## src/hdl/rx_tuning_pkg.sv

```systemverilog
// constants and carrier types for the receiver tuning register bank
// assumes a byte-wide register port with 7-bit addresses, as on the serial host port
package rx_tuning_pkg;
    // register addresses
    localparam logic [6:0] ADDR_LISTEN_CTRL    = 7'h0E;
    localparam logic [6:0] ADDR_LISTEN_TIMING  = 7'h0D;
    localparam logic [6:0] ADDR_SILICON_REV    = 7'h10;
    localparam logic [6:0] ADDR_FREQ_CORR      = 7'h1F;
    localparam logic [6:0] ADDR_SENSITIVITY    = 7'h58;
    localparam logic [6:0] ADDR_FADING_MARGIN  = 7'h6F;
    localparam logic [6:0] ADDR_LOW_BETA       = 7'h71;
    // field positions
    localparam int LISTEN_ENABLE_BIT   = 6;
    localparam int AUTOCLEAR_BIT       = 3;
    localparam int LOW_BETA_ENABLE_BIT = 5;
    localparam int IDLE_STEP_HI        = 7;
    localparam int IDLE_STEP_LO        = 6;
    localparam int RX_STEP_HI          = 5;
    localparam int RX_STEP_LO          = 4;
    // reset values and setting codes
    localparam logic [7:0] SENS_NORMAL         = 8'h1B;
    localparam logic [7:0] SENS_HIGH           = 8'h2D;
    localparam logic [7:0] FADING_NORMAL       = 8'h00;
    localparam logic [7:0] FADING_LOWBETA_ON   = 8'h10;
    localparam logic [7:0] FADING_LOWBETA_OFF  = 8'h30;
    localparam logic [7:0] LOW_BETA_RESET      = 8'h00;
    localparam logic [7:0] LISTEN_TIMING_RESET = 8'h90;
    localparam logic [7:0] LISTEN_CTRL_RESET   = 8'h00;
    localparam logic [7:0] FREQ_CORR_RESET     = 8'h00;
    localparam logic [1:0] STEP_RESERVED       = 2'h0;
    localparam int unsigned OFFSET_STEP_HZ     = 488;
    // ready indication after reset, counted in sys_clk cycles
    localparam int unsigned READY_DELAY_US     = 10;
    localparam int unsigned CLK_MHZ            = 200;
    localparam int unsigned READY_CYCLES       = READY_DELAY_US * CLK_MHZ;

    typedef struct packed {
        logic       write;
        logic [6:0] addr;
        logic [7:0] wdata;
    } reg_req_t;
endpackage

```

## src/hdl/rx_tuning_reset_control.sv

```systemverilog
// receiver tuning and test register bank with listen-mode steps and reset readiness
// assumes the serial host port is decoded upstream into one-cycle byte requests on sys_clk
// Summary of operation
// - sensitivity boost byte, resets to normal
// - fading margin byte, resets to 0x30
// - low-beta offset times 488 Hz when enabled
// - clock output activity signals ready device
// - idle step field bits 7-6, reset 10
// - rx step field bits 5-4, reset 01
// - clearing listen enable leaves listen mode
// - auto-clear frequency correction during receive
// - read-only revision code at 0x10
`timescale 1ns/100ps
module rx_tuning_reset_control #(
    parameter logic [7:0] REVISION_CODE = 8'h5A  // arbitrary value
) (
    input  wire logic                    sys_clk,
    input  wire logic                    reset,
    input  wire rx_tuning_pkg::reg_req_t req,
    input  wire logic                    req_valid,
    input  wire logic                    rx_mode_async,
    input  wire logic [7:0]              freq_corr_in,
    input  wire logic                    freq_corr_load,
    output logic [7:0]                   rdata,
    output logic                         rdata_valid,
    output logic [7:0]                   sensitivity_boost_sel,
    output logic [7:0]                   fading_margin_gain_sel,
    output logic [7:0]                   low_beta_offset_val,
    output logic [17:0]                  freq_offset_hz,
    output logic                         listen_active,
    output logic [1:0]                   listen_idle_step,
    output logic [1:0]                   listen_rx_step,
    output logic                         step_unsupported,
    output logic [7:0]                   freq_corr_value,
    output logic                         clock_output
);
    import rx_tuning_pkg::*;

    // state registers and their next values
    logic [7:0]  sens_ff, nxt_sens;
    logic [7:0]  fade_ff, nxt_fade;
    logic [7:0]  beta_ff, nxt_beta;
    logic [7:0]  lctl_ff, nxt_lctl;
    logic [7:0]  ltim_ff, nxt_ltim;
    logic [7:0]  corr_ff, nxt_corr;
    logic [7:0]  rd_ff, nxt_rd;
    logic        rdv_ff, nxt_rdv;
    logic [17:0] offs_ff, nxt_offs;
    logic        unsup_ff, nxt_unsup;
    logic [1:0]  rx_sync_ff, nxt_rx_sync;
    logic [15:0] rdy_cnt_ff, nxt_rdy_cnt;
    logic        ready_ff, nxt_ready;
    logic        clk_out_ff, nxt_clk_out;
    logic        wr_hit;

    // a write is taken on the edge that sees the strobe
    assign wr_hit = req_valid && req.write;

    // register writes; a loaded correction wins over auto-clear so no capture is lost
    // a bus write to the correction register loses to auto-clear in the same cycle
    always_comb begin
        nxt_sens = sens_ff;
        nxt_fade = fade_ff;
        nxt_beta = beta_ff;
        nxt_lctl = lctl_ff;
        nxt_ltim = ltim_ff;
        nxt_corr = corr_ff;
        if (wr_hit) begin
            case (req.addr)
                ADDR_SENSITIVITY:   nxt_sens = req.wdata;
                ADDR_FADING_MARGIN: nxt_fade = req.wdata;
                ADDR_LOW_BETA:      nxt_beta = req.wdata;
                ADDR_LISTEN_CTRL:   nxt_lctl = req.wdata;
                ADDR_LISTEN_TIMING: nxt_ltim = req.wdata;
                ADDR_FREQ_CORR:     nxt_corr = req.wdata;
                default:            nxt_sens = sens_ff;                  // revision and unmapped ignore writes
            endcase
        end
        if (lctl_ff[AUTOCLEAR_BIT] && rx_sync_ff[1]) begin
            nxt_corr = FREQ_CORR_RESET;
        end
        if (freq_corr_load) begin
            nxt_corr = freq_corr_in;
        end
    end

    // read mux; unmapped addresses read zero
    // the answer is registered, so rdata_valid follows the request by one cycle
    always_comb begin
        nxt_rdv = req_valid && !req.write;
        nxt_rd  = 8'h00;
        if (req_valid && !req.write) begin
            case (req.addr)
                ADDR_SENSITIVITY:   nxt_rd = sens_ff;
                ADDR_FADING_MARGIN: nxt_rd = fade_ff;
                ADDR_LOW_BETA:      nxt_rd = beta_ff;
                ADDR_LISTEN_CTRL:   nxt_rd = lctl_ff;
                ADDR_LISTEN_TIMING: nxt_rd = ltim_ff;
                ADDR_FREQ_CORR:     nxt_rd = corr_ff;
                ADDR_SILICON_REV:   nxt_rd = REVISION_CODE;
                default:            nxt_rd = 8'h00;
            endcase
        end
    end

    // derived tuning: offset applies only while low-beta afc is on; steps checked for reserved code
    // the reserved-code flag is advisory; the stored field keeps whatever was written
    always_comb begin
        nxt_offs = 18'h00000;
        if (lctl_ff[LOW_BETA_ENABLE_BIT]) begin
            nxt_offs = 18'(beta_ff * OFFSET_STEP_HZ);
        end
        nxt_unsup = (ltim_ff[IDLE_STEP_HI:IDLE_STEP_LO] == STEP_RESERVED) ||
                    (ltim_ff[RX_STEP_HI:RX_STEP_LO] == STEP_RESERVED);
        nxt_rx_sync = {rx_sync_ff[0], rx_mode_async};
    end

    // ready counter after reset release; clock output toggles only once ready
    // the count is far shorter than the host's millisecond waits, which stay the host's duty
    always_comb begin
        nxt_rdy_cnt = rdy_cnt_ff;
        nxt_ready   = ready_ff;
        nxt_clk_out = 1'b0;
        if (!ready_ff) begin
            nxt_rdy_cnt = rdy_cnt_ff + 16'h0001;
            if (rdy_cnt_ff == 16'(READY_CYCLES - 1)) begin
                nxt_ready = 1'b1;
            end
        end else begin
            nxt_clk_out = !clk_out_ff;
        end
    end

    // tuning, listen and correction registers; reset loads the defaults
    always_ff @(posedge sys_clk) begin
        if (reset) begin
            sens_ff    <= SENS_NORMAL;
            fade_ff    <= FADING_LOWBETA_OFF;
            beta_ff    <= LOW_BETA_RESET;
            lctl_ff    <= LISTEN_CTRL_RESET;
            ltim_ff    <= LISTEN_TIMING_RESET;
            corr_ff    <= FREQ_CORR_RESET;
        end else begin
            sens_ff    <= nxt_sens;
            fade_ff    <= nxt_fade;
            beta_ff    <= nxt_beta;
            lctl_ff    <= nxt_lctl;
            ltim_ff    <= nxt_ltim;
            corr_ff    <= nxt_corr;
        end
    end

    // read answer registers; rdata_valid is a one-cycle pulse
    always_ff @(posedge sys_clk) begin
        if (reset) begin
            rd_ff      <= 8'h00;
            rdv_ff     <= 1'b0;
        end else begin
            rd_ff      <= nxt_rd;
            rdv_ff     <= nxt_rdv;
        end
    end

    // derived outputs and receive-mode synchroniser; one cycle behind the settings
    always_ff @(posedge sys_clk) begin
        if (reset) begin
            offs_ff    <= 18'h00000;
            unsup_ff   <= 1'b0;
            rx_sync_ff <= 2'h0;
        end else begin
            offs_ff    <= nxt_offs;
            unsup_ff   <= nxt_unsup;
            rx_sync_ff <= nxt_rx_sync;
        end
    end

    // ready counter and clock output; held silent through reset so the host sees a fresh start
    always_ff @(posedge sys_clk) begin
        if (reset) begin
            rdy_cnt_ff <= 16'h0000;
            ready_ff   <= 1'b0;
            clk_out_ff <= 1'b0;
        end else begin
            rdy_cnt_ff <= nxt_rdy_cnt;
            ready_ff   <= nxt_ready;
            clk_out_ff <= nxt_clk_out;
        end
    end

    // every output is a flop or a slice of one
    assign rdata                  = rd_ff;
    assign rdata_valid            = rdv_ff;
    assign sensitivity_boost_sel  = sens_ff;
    assign fading_margin_gain_sel = fade_ff;
    assign low_beta_offset_val    = beta_ff;
    assign freq_offset_hz         = offs_ff;
    assign listen_active          = lctl_ff[LISTEN_ENABLE_BIT];
    assign listen_idle_step       = ltim_ff[IDLE_STEP_HI:IDLE_STEP_LO];
    assign listen_rx_step         = ltim_ff[RX_STEP_HI:RX_STEP_LO];
    assign step_unsupported       = unsup_ff;
    assign freq_corr_value        = corr_ff;
    assign clock_output           = clk_out_ff;

    // checks below are off while reset is held, except the reset-value ones
    // write path: every tuning byte lands exactly as written
    AST_SENS_WRITE: assert property (@(posedge sys_clk) disable iff (reset)
        wr_hit && req.addr == ADDR_SENSITIVITY |=> sensitivity_boost_sel == $past(req.wdata))
        else $error("sensitivity write not stored");
    AST_FADE_WRITE: assert property (@(posedge sys_clk) disable iff (reset)
        wr_hit && req.addr == ADDR_FADING_MARGIN |=> fading_margin_gain_sel == $past(req.wdata))
        else $error("fading margin write not stored");
    AST_BETA_WRITE: assert property (@(posedge sys_clk) disable iff (reset)
        wr_hit && req.addr == ADDR_LOW_BETA |=> low_beta_offset_val == $past(req.wdata))
        else $error("low-beta offset write not stored");

    // reset defaults, seen at the first edge after release
    AST_SENS_RESET: assert property (@(posedge sys_clk)
        $fell(reset) |-> sensitivity_boost_sel == SENS_NORMAL)
        else $error("sensitivity reset value wrong");
    AST_FADE_RESET: assert property (@(posedge sys_clk)
        $fell(reset) |-> fading_margin_gain_sel == FADING_LOWBETA_OFF)
        else $error("fading margin reset value wrong");
    AST_BETA_RESET: assert property (@(posedge sys_clk)
        $fell(reset) |-> low_beta_offset_val == LOW_BETA_RESET)
        else $error("low-beta offset reset value wrong");
    AST_IDLE_RESET: assert property (@(posedge sys_clk)
        $fell(reset) |-> listen_idle_step == 2'b10)
        else $error("idle step reset wrong");
    AST_RX_RESET: assert property (@(posedge sys_clk)
        $fell(reset) |-> listen_rx_step == 2'b01)
        else $error("rx step reset wrong");
    AST_LISTEN_RESET: assert property (@(posedge sys_clk)
        $fell(reset) |-> !listen_active)
        else $error("listen mode active after reset");

    // offset follows the previous cycle's enable and offset byte
    AST_OFFSET: assert property (@(posedge sys_clk) disable iff (reset)
        1'b1 |=> freq_offset_hz ==
        ($past(lctl_ff[LOW_BETA_ENABLE_BIT]) ? 18'($past(beta_ff) * OFFSET_STEP_HZ) : 18'h00000))
        else $error("offset not 488 Hz steps");
    AST_OFFSET_OFF: assert property (@(posedge sys_clk) disable iff (reset)
        !lctl_ff[LOW_BETA_ENABLE_BIT] |=> freq_offset_hz == 18'h00000)
        else $error("offset applied while low-beta afc is off");

    // ready indication: silent until the count ends, then a free-running toggle
    AST_READY: assert property (@(posedge sys_clk) disable iff (reset)
        !ready_ff |-> !clock_output)
        else $error("clock output active before ready");
    AST_READY_COUNT: assert property (@(posedge sys_clk) disable iff (reset)
        ready_ff |-> rdy_cnt_ff == 16'(READY_CYCLES))
        else $error("ready raised at the wrong count");
    AST_READY_TOGGLE: assert property (@(posedge sys_clk) disable iff (reset)
        ready_ff |=> clock_output != $past(clock_output))
        else $error("clock output not toggling once ready");

    // listen timing fields and listen enable
    AST_IDLE_WRITE: assert property (@(posedge sys_clk) disable iff (reset)
        wr_hit && req.addr == ADDR_LISTEN_TIMING |=> listen_idle_step == $past(req.wdata[7:6]))
        else $error("idle step write not stored");
    AST_RX_WRITE: assert property (@(posedge sys_clk) disable iff (reset)
        wr_hit && req.addr == ADDR_LISTEN_TIMING |=> listen_rx_step == $past(req.wdata[5:4]))
        else $error("rx step write not stored");
    AST_LISTEN_ENTER: assert property (@(posedge sys_clk) disable iff (reset)
        wr_hit && req.addr == ADDR_LISTEN_CTRL && req.wdata[6] |=> listen_active)
        else $error("listen mode not entered");
    AST_LISTEN_EXIT: assert property (@(posedge sys_clk) disable iff (reset)
        wr_hit && req.addr == ADDR_LISTEN_CTRL && !req.wdata[6] |=> !listen_active)
        else $error("listen mode not left");
    AST_LISTEN_HOLD: assert property (@(posedge sys_clk) disable iff (reset)
        !(wr_hit && req.addr == ADDR_LISTEN_CTRL) |=> listen_active == $past(listen_active))
        else $error("listen mode changed without a write");

    // frequency correction: load wins, auto-clear in receive, held unless a bus write hits it
    AST_AUTOCLEAR: assert property (@(posedge sys_clk) disable iff (reset)
        lctl_ff[AUTOCLEAR_BIT] && rx_sync_ff[1] && !freq_corr_load |=> freq_corr_value == 8'h00)
        else $error("correction not auto-cleared");
    AST_CORR_LOAD: assert property (@(posedge sys_clk) disable iff (reset)
        freq_corr_load |=> freq_corr_value == $past(freq_corr_in))
        else $error("loaded correction lost");
    AST_CORR_HOLD: assert property (@(posedge sys_clk) disable iff (reset)
        !(lctl_ff[AUTOCLEAR_BIT] && rx_sync_ff[1]) && !freq_corr_load &&
        !(wr_hit && req.addr == ADDR_FREQ_CORR) |=> $stable(freq_corr_value))
        else $error("correction changed outside auto-clear");

    // revision code is read-only and every read answers once
    AST_REVISION: assert property (@(posedge sys_clk) disable iff (reset)
        req_valid && !req.write && req.addr == 7'h10 |=> rdata_valid && rdata == REVISION_CODE)
        else $error("revision read wrong");
    AST_REV_NOWRITE: assert property (@(posedge sys_clk) disable iff (reset)
        wr_hit && req.addr == ADDR_SILICON_REV |=> $stable({sens_ff, fade_ff, beta_ff, lctl_ff, ltim_ff}))
        else $error("write to revision code changed a setting");
    AST_READ_PULSE: assert property (@(posedge sys_clk) disable iff (reset)
        1'b1 |=> rdata_valid == ($past(req_valid) && !$past(req.write)))
        else $error("read answer strobe wrong");

    // reserved step codes raise the unsupported flag, legal ones clear it
    AST_RESERVED: assert property (@(posedge sys_clk) disable iff (reset)
        listen_idle_step == STEP_RESERVED |=> step_unsupported)
        else $error("reserved step not flagged");
    AST_RX_RESERVED: assert property (@(posedge sys_clk) disable iff (reset)
        listen_rx_step == STEP_RESERVED |=> step_unsupported)
        else $error("reserved rx step not flagged");
    AST_UNSUP_CLEAR: assert property (@(posedge sys_clk) disable iff (reset)
        listen_idle_step != STEP_RESERVED && listen_rx_step != STEP_RESERVED |=> !step_unsupported)
        else $error("legal steps flagged unsupported");
endmodule

```

## config.mk

```make
export PLATFORM = sky130hd
export DESIGN_NAME = rx_tuning_reset_control
export DESIGN_NICKNAME = d
export VERILOG_FILES = /design/src/hdl/rx_tuning_pkg.sv /design/src/hdl/rx_tuning_reset_control.sv
export SDC_FILE = /design/constraint.sdc
export NUM_CORES = 1
export LEC_CHECK = 0
export BUFFER_PORTS_ARGS = -buffer_cell sky130_fd_sc_hd__buf_2
export CORE_UTILIZATION = 50
export CTS_BUF_LIST = sky130_fd_sc_hd__clkbuf_2
export DETAILED_ROUTE_END_ITERATION = 10
export PLACE_DENSITY_LB_ADDON = 0.12
export RECOVER_POWER = 50
export REMOVE_ABC_BUFFERS = 1
export SLEW_MARGIN = 20
export SYNTH_ARGS = -nofsm -noshare
export SYNTH_HDL_FRONTEND = slang
export SYNTH_SLANG_ARGS = --single-unit
```

## constraint.sdc

```tcl
create_clock -name sys_clk -period 5.7 [get_ports sys_clk]
set_input_delay 0.855 -clock sys_clk [delete_from_list [all_inputs] [get_ports sys_clk]]
set_output_delay 0.855 -clock sys_clk [all_outputs]
set_load 0.03 [all_outputs]
```

==> metrics <==
wl on met1=5010 um; cell accounting for the most synthesized area=dfxtp_1; count of cells resized by post-cts repair=0; Die Wd=99.7 um; minimum period implied by the final worst setup slack=3.86 ns; area growth from synthesis to layout=11.6%; clk sink count=92; switching share of power=0.291; drt total wl=10800 um; violated checks=capacitance limit, slew limit; routed wire length per instance=15.0 um; biggest fanout along the worst timing path=6; total CTS buffers=9; final worst path period share=0.677; total area of sequential cells=1840 um2; XOR/XNOR Fraction of Synth Area=0.0331; Antenna Diode Count=0; grt ovf=0; Routed met3 length=521 um; area fraction in compound gates after synthesis=0.120; setup total negative slack=0 ns; ratio of cells with drive above 1 in the final layout=0.152; combinational family with the most area after synthesis=simple AND/OR/NAND/NOR gates; TritonRoute pass-1 iters=4; initial antenna violation count=0; number of cell rows=35; combined area of all synthesized cells=4770 um2; critical path type=flop to flop; RSZ-0062 raised after global routing=false; number of pins exceeding their max-slew limit in the final report=73; met2 wire len=5070 um; arrival time at the worst endpoint=4.34 ns; switching power of the nets=0.306 mW; data required time of the worst path=6.19 ns; most frequent cell on the critical path=inv_1; post-route antenna net violation count=0; Mapped Avg Cell Area=9.35 um2; Max Buffers Root-to-Sink=2; Post-route DRC=0; clk_lat worst skew=0.57 ns; Worst Skew=0.0306 ns; die area=9930 um2; Total Routing Usage GR=0.231; Setup Buffers After CTS=0; drt via density=5.32; Top Metal Used=met4; share of flip-flops with an asynchronous set or reset=0; most frequent cell after synthesis=dfxtp_1; flop and latch count out of synthesis=92; Final Net Count=663; transition time of the tightest slew-check pin=3.01 ns; total setup violations reported at the end of the flow=0; footprint of the multi-input gates=2570 um2; count of H-tree levels built during CTS=3; synth unique cells=53; most instantiated flip-flop cell in the synthesis netlist=dfxtp_1; total vias in the final route=3838; share of power burned in combinational logic=0.067; HPWL after DPL=7910 um; core area=9240 um2; top cell types by occurrence after synthesis=dfxtp_1 (92), nor2_1 (64), inv_1 (50); largest net degree at the start of global routing=73; Reg clk slew, reported paths=0.27 ns; relative max-transition margin=-1.01; number of enable-type register cells in the synthesized netlist=0; I/O pin count=95; sequential fraction of design power=0.626; Post-Route Hold Slack=0.435 ns; Slowest Stage Delay on Critical Path=0.55 ns; wire length of the first global-routing pass=17900 um; top area cells in the synthesized netlist=dfxtp_1 (39%), fa_1 (7.6%), ha_1 (7.3%); root cell of the clock tree=clkbuf_2; clock tree from TritonCTS=done; Die Y=99.7 um; Simple-Gate Fraction of Synth Area=0.177; clock share of power=0.307; total of warnings raised by yosys=0; Power Internal=0.746 mW; via count of the first global-routing pass=3651; f_max=259 MHz; Adder-Cell Fraction of Synth Area=0.149; cells along the critical path=inv_1 -> fa_1 -> inv_1 -> fa_1 -> inv_1 -> fa_1 -> inv_1 -> ha_1 -> nand3_1 -> o2111ai_1 -> a211oi_1 -> o21ai_0 -> nor3b_1; startpoint kind of the worst setup timing path=flop; area share of the largest cell type after synthesis=0.386; cell with the largest stage delay on the worst path=fa_1; share of synthesized area occupied by flip-flops and latches=0.386; count of max-cap constraint violations=1; maximum ir drop on the vdd rail=0.119 mV; first-iteration detailed-routing DRC count=173; worst min-delay path category=flop to flop; Initial Util=0.516; status=finished, violations left; Placer Congestion=0.840; number of hold buffers added after cts=0; Worst Setup End Kind=flop; synthesized instance count=510; pwr/cell area=198 nW/um2; input/output buffers=90; P_leak=2.40 nW; Final Hold Fails=0; proportion of synthesized area in mux cells=0.0609; fillers=870
[layer usage]
metal | vias to the layer above | track usage
met5 | - | 0
met1 | 1841 | 0.305
li1 | 1895 | -
met2 | 86 | 0.372
met3 | 16 | 0.0443
met4 | 0 | 0.0894
[worst max-delay path, delay by kind of cell (launching register included)]
family          cells  cell delay [ns]
compound gates      3             0.63
fa+ha+maj           4             1.95
buf+inv             4             0.31
flops               1             0.53
simple gates        2             0.35
[worst paths after layout]
path,start,endpoint,slack [ns],depth (start not counted)
worst min-delay path,clock_output,clock_output,0.44,1
worst max register to register,low_beta_offset_val[3],freq_offset_hz[16],1.84,13
worst max-delay path,low_beta_offset_val[3],freq_offset_hz[16],1.84,13
worst min register to register,clock_output,clock_output,0.44,1
[per-stage QoR]
step / util / setup slack, ns / area (um2) / std cells / power, mW
final: 0.576 / 1.84 / 5320 / 722 / 1.05
after global placement: 0.569 / 2.04 / 5260 / 706 / 0.740
after detailed placement: 0.569 / 1.92 / 5260 / 706 / 0.742
after CTS: 0.581 / 1.86 / 5370 / 722 / 1.06
after global routing: 0.576 / 1.61 / 5320 / 722 / 1.09
after floorplan: - / 2.00 / 4620 / 484 / 0.704
[power by group through the flow]
stage,Combinational [mW],Clock (mW),Sequential [mW]
final,0.0708,0.323,0.659
after global routing,0.0784,0.353,0.661
after CTS,0.0715,0.332,0.659
after detailed placement,0.0713,0,0.670
after global placement,0.0702,0,0.670
after floorplan,0.0256,0,0.678
[cell usage in the layout (no fill, tap or decap), types with 6 or more instances in the layout]
master,Yosys,final
a21oi_1,12,12
nand3_1,14,14
nand3b_1,6,6
dfxtp_1,92,92
clkbuf_2,0,9
and3_1,7,7
nand2_1,26,26
clkbuf_1,11,26
ha_1,28,28
a22oi_1,20,20
a31oi_1,7,7
nor2b_1,9,9
nor3_1,9,9
fa_1,18,18
xnor2_1,12,12
inv_1,50,50
nor2_1,64,64
buf_2,7,65
xor2_1,6,6
a211oi_1,9,9
mux2i_1,29,29
[flip-flops by register name, summed over array words and instances, names as in the netlist, 2 cells and up]
| signal | cells |
|---|---|
| lctl_ff | 8 |
| rdata | 8 |
| freq_offset_hz | 14 |
| sensitivity_boost_sel | 8 |
| fading_margin_gain_sel | 8 |
| low_beta_offset_val | 8 |
| freq_corr_value | 8 |
| rx_sync_ff | 2 |
| rdy_cnt_ff | 16 |
| ltim_ff | 8 |
[logic make-up after synthesis]
logic type	after synthesis
AO/OA/AOI/OAI	78
XOR/XNOR	18
adder cells (fa/ha/maj)	46
buffers and inverters	80
flip-flops	92
multiplexers	29
other	1
AND/OR/NAND/NOR	166
[cell type report]
class	instances	share of cell area
clock buffers	9	0.00846
clock inverters	7	0.0129
inverters	51	0.0360
multi-input cells	341	0.484
flip-flops and latches	92	0.346
well taps	129	0.0303
repair buffers	93	0.0823
Note: power is estimated with default switching activity, not from simulation.
